File: src/plic_pkg.sv
// Purpose: Shared constants, types and register map of the level control
// Assumes: APB slave with 32-bit data, registers of up to 16 bits in the low bits, identify flags in bits 30 and 31
// Notes: All offsets are byte addresses of aligned words
package plic_pkg;
  // ****************************************************************
  // Widths and level numbers
  // ****************************************************************
  localparam int LVL_W = 4;
  localparam int WORD_W = 16;
  localparam int CODE_W = 4;
  localparam int VEC_W = 11;
  localparam int NUM_VEC_LEVELS = 4;
  localparam logic [LVL_W-1:0] LVL_ZERO = 4'h0;
  localparam logic [LVL_W-1:0] LVL_INTERNAL = 4'hE;
  localparam logic [LVL_W-1:0] LVL_VEC_LO = 4'hA;
  localparam logic [LVL_W-1:0] LVL_VEC_HI = 4'hD;
  localparam logic [WORD_W-1:0] WORD_ZERO = 16'h0000;
  localparam logic [CODE_W-1:0] CODE_ZERO = 4'h0;
  localparam logic [VEC_W-1:0] VEC_ZERO = 11'h000;
  localparam logic [10:0] IIE_MASK = 11'h7FF;

  // ****************************************************************
  // Register offsets
  // ****************************************************************
  localparam logic [7:0] OFF_DETECT = 8'h00;
  localparam logic [7:0] OFF_ENABLE = 8'h04;
  localparam logic [7:0] OFF_SRC_EN = 8'h08;
  localparam logic [7:0] OFF_CAUSE = 8'h0C;
  localparam logic [7:0] OFF_CUR = 8'h10;
  localparam logic [7:0] OFF_ACTIVE = 8'h14;
  localparam logic [7:0] OFF_PREV = 8'h18;
  localparam logic [7:0] OFF_PSTAT = 8'h1C;
  localparam logic [7:0] OFF_PADDR = 8'h20;
  localparam logic [7:0] OFF_OP = 8'h24;
  localparam logic [7:0] OFF_IDENT = 8'h28;
  localparam logic [7:0] OFF_ISTAT = 8'h2C;
  localparam logic [7:0] OFF_IMASK = 8'h30;
  localparam logic [7:0] OFF_ACC = 8'h34;

  // ****************************************************************
  // Operation codes written to the operation register
  // ****************************************************************
  localparam logic [3:0] OP_COPY = 4'h1;
  localparam logic [3:0] OP_SET = 4'h2;
  localparam logic [3:0] OP_CLR = 4'h3;
  localparam logic [3:0] OP_GIVEUP = 4'h4;
  localparam logic [3:0] OP_ON = 4'h5;
  localparam logic [3:0] OP_OFF = 4'h6;
  localparam int OP_TGT_BIT = 4;
  localparam int IDENT_GO_BIT = 31;

  // Interrupt status bit positions
  localparam int EV_SWITCH = 0;
  localparam int EV_IDENT = 1;
  localparam int EV_NOANS = 2;
  localparam int EV_W = 3;

  // ****************************************************************
  // Types
  // ****************************************************************
  typedef struct packed {
    logic req;
    logic [1:0] level;
  } plic_ident_req_t;

  typedef struct packed {
    logic done;
    logic found;
    logic [VEC_W-1:0] code;
  } plic_ident_rsp_t;

  typedef enum logic [2:0] {
    ST_IDLE = 3'b001,
    ST_ASK = 3'b010,
    ST_WAIT = 3'b100
  } plic_ident_st_t;
endpackage

File: src/plic_prio.sv
// Purpose: Highest-set-bit encoder with a registered result
// Assumes: One clock, asynchronous active-low reset
// Notes: Result lags the inputs by one cycle
module plic_prio #(
  parameter int N = 16
) (
  // Clock and reset
  input wire logic pclk,
  input wire logic presetn,
  // Pending and enabled bits
  input wire logic [N-1:0] pend,
  // Registered highest set index
  output logic [$clog2(N)-1:0] top_q
);
  import plic_pkg::*;

  // ****************************************************************
  // Encoder
  // ****************************************************************
  logic [$clog2(N)-1:0] top_d; // Combinational result

  // Lowest first so the highest set bit overwrites
  always_comb begin
    top_d = '0;
    for (int i = 0; i < N; i++) begin
      if (pend[i]) begin
        top_d = i[$clog2(N)-1:0];
      end
    end
  end

  // Register the result
  always_ff @(posedge pclk or negedge presetn) begin
    if (!presetn) begin
      top_q <= '0;
    end else begin
      top_q <= top_d;
    end
  end
endmodule

File: src/plic_top.sv
// Purpose: Program-level priority interrupt control behind an APB slave
// Assumes: Single clock pclk, bus devices answer identify on pins
// Notes: Zero wait-state APB, pready always high
//
// Local design decisions: register access over APB and the placing of the registers.
module plic_top (
  // Clock and reset
  input wire logic pclk,
  input wire logic presetn,
  // APB slave
  input wire logic psel,
  input wire logic penable,
  input wire logic pwrite,
  input wire logic [7:0] paddr,
  input wire logic [31:0] pwdata,
  output logic [31:0] prdata,
  output logic pready,
  output logic pslverr,
  // Vectored requests from bus devices, levels 10 to 13
  input wire logic [plic_pkg::NUM_VEC_LEVELS-1:0] vec_req,
  // Internal cause event with its code
  input wire logic cause_valid,
  input wire logic [plic_pkg::CODE_W-1:0] cause_code,
  // Parity fault capture from memory
  input wire logic parity_valid,
  input wire logic [plic_pkg::WORD_W-1:0] parity_status,
  input wire logic [plic_pkg::WORD_W-1:0] parity_addr,
  // Identify search toward bus devices
  output plic_pkg::plic_ident_req_t ident_req,
  input wire plic_pkg::plic_ident_rsp_t ident_rsp,
  // Level state outputs
  output logic [plic_pkg::LVL_W-1:0] current_level,
  output logic level_switch,
  // Interrupt
  output logic irq
);
  import plic_pkg::*;

  // ****************************************************************
  // State
  // ****************************************************************
  logic [WORD_W-1:0] level_detect_bits_q; // Pending levels
  logic [WORD_W-1:0] level_enable_bits_q; // Enabled levels
  logic [10:0] internal_source_enable_q; // Internal sources
  logic [CODE_W-1:0] internal_cause_code_q; // Latest internal cause
  logic [LVL_W-1:0] current_level_q; // Running level
  logic [LVL_W-1:0] previous_level_q; // Level before last change
  logic [WORD_W-1:0] parity_fault_status_q; // Parity status
  logic [WORD_W-1:0] parity_fault_address_q; // Parity address
  logic [WORD_W-1:0] acc_q; // Accumulator operand
  logic switching_on_q; // Level switching enabled
  logic locked_q; // Parity status and address registers locked
  logic [1:0] unlock_seen_q; // Cause read, parity read
  logic [EV_W-1:0] istat_q; // Sticky events
  logic [EV_W-1:0] imask_q; // Event mask
  logic [VEC_W-1:0] ident_code_q; // Last identify code
  logic ident_found_q; // Last identify found a device
  logic level_switch_q; // One-cycle switch pulse
  logic [31:0] prdata_q; // Read data register
  plic_ident_st_t ident_st_q; // Identify search state
  plic_ident_req_t ident_req_q; // Request to bus
  logic [3:0] computed_active_level; // Highest pending enabled level

  // ****************************************************************
  // Bus decode
  // ****************************************************************
  logic wr_en; // Write access phase
  logic rd_en; // Read access phase
  logic [3:0] op_code; // Operation selector
  logic op_tgt; // Zero detect, one enable
  logic [EV_W-1:0] ev_set; // Events this cycle
  logic [WORD_W-1:0] mask_d; // Enabled and pending

  assign wr_en = psel && penable && pwrite;
  assign rd_en = psel && penable && !pwrite;
  assign op_code = pwdata[3:0];
  assign op_tgt = pwdata[OP_TGT_BIT];
  assign mask_d = level_detect_bits_q & level_enable_bits_q;

  // Applies a masked or copy operation to one word
  function automatic logic [WORD_W-1:0] apply_op(
    input logic [3:0] op,
    input logic [WORD_W-1:0] cur,
    input logic [WORD_W-1:0] acc
  );
    logic [WORD_W-1:0] r;
    r = cur;
    if (op == OP_COPY) begin
      r = acc;
    end else if (op == OP_SET) begin
      r = cur | acc;
    end else if (op == OP_CLR) begin
      r = cur & ~acc;
    end
    return r;
  endfunction

  // Highest pending and enabled level, registered
  plic_prio #(
    .N(WORD_W)
  ) u_prio (
    .pclk(pclk),
    .presetn(presetn),
    .pend(mask_d),
    .top_q(computed_active_level)
  );

  // ****************************************************************
  // Accumulator
  // ****************************************************************
  // Operand for masked and copy operations
  always_ff @(posedge pclk or negedge presetn) begin
    if (!presetn) begin
      acc_q <= WORD_ZERO;
    end else if (wr_en && paddr == OFF_ACC) begin
      acc_q <= pwdata[WORD_W-1:0];
    end
  end

  // ****************************************************************
  // Detect bits
  // ****************************************************************
  // Hardware sets win over software clear and give-up
  always_ff @(posedge pclk or negedge presetn) begin
    if (!presetn) begin
      level_detect_bits_q <= WORD_ZERO;
    end else begin
      logic [WORD_W-1:0] nxt;
      nxt = level_detect_bits_q;
      if (wr_en && paddr == OFF_OP && !op_tgt) begin
        nxt = apply_op(op_code, nxt, acc_q);
      end
      if (wr_en && paddr == OFF_OP && op_code == OP_GIVEUP) begin
        nxt[current_level_q] = 1'b0;
      end
      for (int i = 0; i < NUM_VEC_LEVELS; i++) begin
        if (vec_req[i]) begin
          nxt[int'(LVL_VEC_LO) + i] = 1'b1;
        end
      end
      if (cause_valid && internal_source_enable_q[cause_code]) begin
        nxt[LVL_INTERNAL] = 1'b1;
      end
      level_detect_bits_q <= nxt;
    end
  end

  // ****************************************************************
  // Enable bits and internal source enable
  // ****************************************************************
  // Masked and copy operations on the enable register
  always_ff @(posedge pclk or negedge presetn) begin
    if (!presetn) begin
      level_enable_bits_q <= WORD_ZERO;
    end else if (wr_en && paddr == OFF_OP && op_tgt) begin
      level_enable_bits_q <= apply_op(op_code, level_enable_bits_q,
                                      acc_q);
    end
  end

  // Internal source enable, written directly from the bus write data
  always_ff @(posedge pclk or negedge presetn) begin
    if (!presetn) begin
      internal_source_enable_q <= 11'h000;
    end else if (wr_en && paddr == OFF_SRC_EN) begin
      internal_source_enable_q <= pwdata[10:0] & IIE_MASK;
    end
  end

  // ****************************************************************
  // Level switching
  // ****************************************************************
  // On and off control
  always_ff @(posedge pclk or negedge presetn) begin
    if (!presetn) begin
      switching_on_q <= 1'b0;
    end else if (wr_en && paddr == OFF_OP && op_code == OP_ON) begin
      switching_on_q <= 1'b1;
    end else if (wr_en && paddr == OFF_OP && op_code == OP_OFF) begin
      switching_on_q <= 1'b0;
    end
  end

  // Current and previous level, switch pulse
  always_ff @(posedge pclk or negedge presetn) begin
    if (!presetn) begin
      current_level_q <= LVL_ZERO;
      previous_level_q <= LVL_ZERO;
      level_switch_q <= 1'b0;
    end else begin
      level_switch_q <= 1'b0;
      if (switching_on_q && computed_active_level != current_level_q) begin
        current_level_q <= computed_active_level;
        previous_level_q <= current_level_q;
        level_switch_q <= 1'b1;
      end
    end
  end

  // ****************************************************************
  // Cause code and parity capture
  // ****************************************************************
  // Cause latch, cleared by reading; new cause wins over clear
  always_ff @(posedge pclk or negedge presetn) begin
    if (!presetn) begin
      internal_cause_code_q <= CODE_ZERO;
    end else if (cause_valid && internal_source_enable_q[cause_code]) begin
      internal_cause_code_q <= cause_code;
    end else if (rd_en && paddr == OFF_CAUSE) begin
      internal_cause_code_q <= CODE_ZERO;
    end
  end

  // Parity status and address capture
  always_ff @(posedge pclk or negedge presetn) begin
    if (!presetn) begin
      parity_fault_status_q <= WORD_ZERO;
      parity_fault_address_q <= WORD_ZERO;
    end else if (parity_valid) begin
      parity_fault_status_q <= parity_status;
      parity_fault_address_q <= parity_addr;
    end
  end

  // Lock released once both cause and parity status are read
  always_ff @(posedge pclk or negedge presetn) begin
    if (!presetn) begin
      locked_q <= 1'b1;
      unlock_seen_q <= 2'b00;
    end else begin
      if (rd_en && paddr == OFF_CAUSE) begin
        unlock_seen_q[0] <= 1'b1;
      end
      if (rd_en && paddr == OFF_PSTAT) begin
        unlock_seen_q[1] <= 1'b1;
      end
      if (&unlock_seen_q) begin
        locked_q <= 1'b0;
      end
    end
  end

  // ****************************************************************
  // Identify search
  // ****************************************************************
  // Request to bus devices and wait for the first answer
  always_ff @(posedge pclk or negedge presetn) begin
    if (!presetn) begin
      ident_st_q <= ST_IDLE;
      ident_req_q <= '0;
      ident_code_q <= VEC_ZERO;
      ident_found_q <= 1'b0;
    end else begin
      case (ident_st_q)
        ST_IDLE: begin
          if (wr_en && paddr == OFF_IDENT && pwdata[IDENT_GO_BIT]) begin
            ident_req_q.req <= 1'b1;
            ident_req_q.level <= pwdata[1:0];
            ident_st_q <= ST_ASK;
          end
        end
        ST_ASK: begin
          ident_st_q <= ST_WAIT;
        end
        ST_WAIT: begin
          if (ident_rsp.done) begin
            ident_req_q.req <= 1'b0;
            ident_code_q <= ident_rsp.found ? ident_rsp.code
                                            : VEC_ZERO;
            ident_found_q <= ident_rsp.found;
            ident_st_q <= ST_IDLE;
          end
        end
        default: begin
          ident_st_q <= ST_IDLE;
        end
      endcase
    end
  end

  // ****************************************************************
  // Interrupt status and mask
  // ****************************************************************
  assign ev_set[EV_SWITCH] = level_switch_q;
  assign ev_set[EV_IDENT] = (ident_st_q == ST_WAIT) && ident_rsp.done;
  assign ev_set[EV_NOANS] = ev_set[EV_IDENT] && !ident_rsp.found;

  // Sticky status, write one to clear, set wins
  always_ff @(posedge pclk or negedge presetn) begin
    if (!presetn) begin
      istat_q <= '0;
    end else if (wr_en && paddr == OFF_ISTAT) begin
      istat_q <= (istat_q & ~pwdata[EV_W-1:0]) | ev_set;
    end else begin
      istat_q <= istat_q | ev_set;
    end
  end

  // Mask register and registered interrupt
  always_ff @(posedge pclk or negedge presetn) begin
    if (!presetn) begin
      imask_q <= '0;
      irq <= 1'b0;
    end else begin
      if (wr_en && paddr == OFF_IMASK) begin
        imask_q <= pwdata[EV_W-1:0];
      end
      irq <= |(istat_q & imask_q);
    end
  end

  // ****************************************************************
  // Read data
  // ****************************************************************
  // Registered read mux; locked registers read as zero
  always_ff @(posedge pclk or negedge presetn) begin
    if (!presetn) begin
      prdata_q <= 32'h00000000;
    end else if (psel && !penable && !pwrite) begin
      prdata_q <= 32'h00000000;
      if (paddr == OFF_DETECT) begin
        prdata_q[WORD_W-1:0] <= level_detect_bits_q;
      end else if (paddr == OFF_ENABLE) begin
        prdata_q[WORD_W-1:0] <= level_enable_bits_q;
      end else if (paddr == OFF_SRC_EN) begin
        prdata_q[10:0] <= internal_source_enable_q;
      end else if (paddr == OFF_CAUSE) begin
        prdata_q[CODE_W-1:0] <= internal_cause_code_q;
      end else if (paddr == OFF_CUR) begin
        prdata_q[LVL_W-1:0] <= current_level_q;
        prdata_q[LVL_W] <= switching_on_q;
      end else if (paddr == OFF_ACTIVE) begin
        prdata_q[LVL_W-1:0] <= computed_active_level;
      end else if (paddr == OFF_PREV) begin
        prdata_q[LVL_W-1:0] <= previous_level_q;
      end else if (paddr == OFF_PSTAT) begin
        prdata_q[WORD_W-1:0] <= locked_q ? WORD_ZERO
                                         : parity_fault_status_q;
      end else if (paddr == OFF_PADDR) begin
        prdata_q[WORD_W-1:0] <= locked_q ? WORD_ZERO
                                         : parity_fault_address_q;
      end else if (paddr == OFF_IDENT) begin
        prdata_q[VEC_W-1:0] <= ident_code_q;
        prdata_q[30] <= ident_found_q;
        prdata_q[IDENT_GO_BIT] <= ident_st_q != ST_IDLE;
      end else if (paddr == OFF_ISTAT) begin
        prdata_q[EV_W-1:0] <= istat_q;
      end else if (paddr == OFF_IMASK) begin
        prdata_q[EV_W-1:0] <= imask_q;
      end else if (paddr == OFF_ACC) begin
        prdata_q[WORD_W-1:0] <= acc_q;
      end
    end
  end

  // Output drives
  assign prdata = prdata_q;
  assign pready = 1'b1;
  assign pslverr = 1'b0;
  assign ident_req = ident_req_q;
  assign current_level = current_level_q;
  assign level_switch = level_switch_q;
endmodule

File: config.mk
export PLATFORM = sky130hd
export DESIGN_NAME = plic_top
export DESIGN_NICKNAME = d
export VERILOG_FILES = /design/src/plic_pkg.sv /design/src/plic_prio.sv /design/src/plic_top.sv
export SDC_FILE = /design/constraint.sdc
export NUM_CORES = 1
export LEC_CHECK = 0
export ABC_AREA = 1
export BUFFER_PORTS_ARGS = -buffer_cell sky130_fd_sc_hd__buf_2
export CAP_MARGIN = 25
export CORE_MARGIN = 3
export CORE_UTILIZATION = 36
export CTS_CLUSTER_DIAMETER = 40
export DETAILED_ROUTE_END_ITERATION = 8
export MAX_ROUTING_LAYER = met4
export PLACE_DENSITY_LB_ADDON = 0.3
export SLEW_MARGIN = 0
export SYNTH_ARGS = -nofsm -noshare
export SYNTH_HDL_FRONTEND = slang
export SYNTH_HIERARCHICAL = 1
export SYNTH_SLANG_ARGS = --single-unit
File: constraint.sdc
create_clock -name pclk -period 1.8 [get_ports pclk]
set_input_delay 0.09 -clock pclk [delete_from_list [all_inputs] [get_ports pclk]]
set_output_delay 0.09 -clock pclk [all_outputs]
set_load 0.03 [all_outputs]
==> flow_metrics.env <==
export IMPL_dr_pass1_iters=5
export IMPL_whs_endpoint="ident_found_q"
export IMPL_ir_worst_vdd_v=0.000495
export IMPL_grt_pass1_vias=7411
export IMPL_post_route_period_util=0.945
export IMPL_swShare=0.259
export IMPL_tightest_slew_ps=579
export IMPL_critPathRequiredTime_ps=2100
export IMPL_netlist_area_um2=7930
export IMPL_start_kind="register"
export IMPL_initialDrtViolationCount=627
export IMPL_min_delay_start="ident_rsp[11]"
export IMPL_fin_tns_setup_ps=0
export IMPL_yosys_warnings=6
export IMPL_rr_startpoint="internal_source_enable_q[7]"
export IMPL_cts_sinks=155
export IMPL_rsz0062_at_grt="no"
export IMPL_finalSetupViolCount=0
export IMPL_hold_viol=0
export IMPL_clkTransAtPathRegs_ps=70
export IMPL_diodes=0
export IMPL_hold_path_class="in -> reg"
export IMPL_cts_tree="built"
export IMPL_insertion_delay_ps=430
export IMPL_area_delta_synth_final_pct=29.2
export IMPL_r2r_end="internal_cause_code_q[0]"
export IMPL_fin_area_um2=10200
export IMPL_layout_setup_ws_ps=99.9
export IMPL_dp_slack_ps=25.2
export IMPL_fillers=2118
export IMPL_seq_power_share=0.456
export IMPL_crit_path_cell_trace="nor2_1, o22ai_1, o21ai_0, o21ai_0, nand2_1, nand3_1, o21ai_0"
export IMPL_p_comb_frac=0.099
export IMPL_grtUsageTotal=0.230
export IMPL_crit_type="reg -> reg"
export IMPL_fin_nets=1298
export IMPL_routedWlPerCell_um=17.8
export IMPL_gp_congestion=0.933
export IMPL_placed_area_um2=8980
export IMPL_internal_power_mw=6.04
export IMPL_overflow=0
export IMPL_antenna_found_initial=0
export IMPL_max_stage_delay_ps=460
export IMPL_die_w_um=154
export IMPL_vias_per_cell=5.14
export IMPL_io_buffers=111
export IMPL_cp_top_family="compound AO/OA/AOI/OAI gates"
export IMPL_start_util=0.371
export IMPL_power_density_nw_per_um2=795
export IMPL_grt_pass1_wl_um=41400
export IMPL_routed_wl_um=26400
export IMPL_endpoint_kind="register"
export IMPL_crit_buf_inv=0
export IMPL_crit_fanout=8
export IMPL_max_cap_viol_count=0
export IMPL_fin_crit_ps=1700
export IMPL_clock_root_buffer="clkbuf_16"
export IMPL_outcome="completed"
export IMPL_slew_headroom=0.614
export IMPL_core_um2=21400
export IMPL_cp_common_cell="o21ai_0"
export IMPL_worstPathArrival_ps=2000
export IMPL_ios=143
export IMPL_postRouteAntennaNets=0
export IMPL_dieArea_um2=23800
export IMPL_via_count=7634
export IMPL_grt_max_degree=54
export IMPL_hold_depth=3
export IMPL_numCtsBuffers=17
export IMPL_reg2reg_setup_slack_ps=100
export IMPL_chipHeight_um=154
export IMPL_utilization=0.480
export IMPL_avgSynthCellArea_um2=7.96
export IMPL_reg2reg_depth=7
export IMPL_p_leak_nw=5.07
export IMPL_drc_errors=0
export IMPL_critPathSlowestCell="dfrtp_1"
export IMPL_hold_worst_slack_ps=35.4
export IMPL_synth_cells=996
export IMPL_max_clock_freq_mhz=588
export IMPL_skew_ps=9.00
export IMPL_layout_drive_gt1_share=0.194
export IMPL_post_dp_hpwl_um=19400
export IMPL_finalMaxSlewViolations=0
export IMPL_clock_path_buffers=2
export IMPL_fp_row_count=53
export IMPL_power_switching_mw=2.11
export IMPL_p_clk_frac=0.445
export IMPL_htree_levels=4
cell type report:
type	count	area, um^2	area share
clock buffer	20	447	0.0436
clock inverter	12	139	0.0136
inverter	147	552	0.0538
multi-input combinational	659	3290	0.321
sequential	155	3880	0.379
tap	275	344	0.0336
timing repair buffer	218	1590	0.155
cells in the final DEF (no fill, tap or decap), types with 4 or more instances in the layout:
cell type        n
nand2_1        222
dfrtp_1        153
inv_1          130
o21ai_0        119
buf_2          110
dlygate4sd3_1   66
nor2_1          61
nand3_1         50
a21oi_1         48
buf_4           36
a31oi_1         20
clkbuf_16       17
conb_1          16
inv_2           15
nand4_1         13
o31ai_1         13
o21ai_1         11
mux2_2          11
nor2_2           8
nor3_1           7
o22ai_1          7
nand2_2          5
nor2_4           5
o211ai_1         5
buf_12           5
a32oi_1          4
xnor2_1          4
o221ai_1         4
o2111ai_1        4
a221oi_1         4
clkinvlp_4       4
repair_timing:
item | CTS | global route
buffers inserted | 0 | 1
hold buffers | 66 | 0
endpoints found under the setup margin | 0 | 19
endpoints found under the hold margin | 196 | 0
gates resized for setup | 0 | 8
power groups by stage:
stage	logic (mW)	clock network (mW)	registers [mW]
after floorplan	0.350	0	3.78
after global placement	0.683	0	3.78
after detailed placement	0.694	0	3.78
after CTS	0.807	3.68	3.72
after global routing	0.893	3.83	3.73
final	0.806	3.63	3.72
how the worst max path moves through the flow:
stage	slack (ps)	from	cells after the start	endpoint
after floorplan	370	locked_q	8	prdata[5]
after global placement	50	paddr[6]	12	prdata[5]
after detailed placement	30	paddr[6]	12	prdata[5]
after CTS	50	locked_q	10	prdata[4]
after global routing	10	internal_source_enable_q[7]	7	internal_cause_code_q[2]
final	100	internal_source_enable_q[7]	7	internal_cause_code_q[0]
metal layers:
layer  share of wire  vias up  track usage
met5               0        -            -
met4           0.025        0       0.0694
met3           0.077       39       0.0526
met2            0.44      323        0.337
met1            0.46     3607        0.321
li1                -     3665            -
worst min-delay path: cells and delay by family:
| family | cells | cell delay, ps |
|---|---|---|
| buffers and inverters | 1 | 190 |
| AND/OR/NAND/NOR | 2 | 150 |
stage by stage:
stage | cells | power, mW
2_1_floorplan | 1010 | 4.13
3_3_place_gp | 1387 | 4.46
3_5_place_dp | 1387 | 4.47
4_1_cts | 1485 | 8.20
5_1_grt | 1486 | 8.45
6_report | 1486 | 8.15
Power figures use the tool's default switching activity.
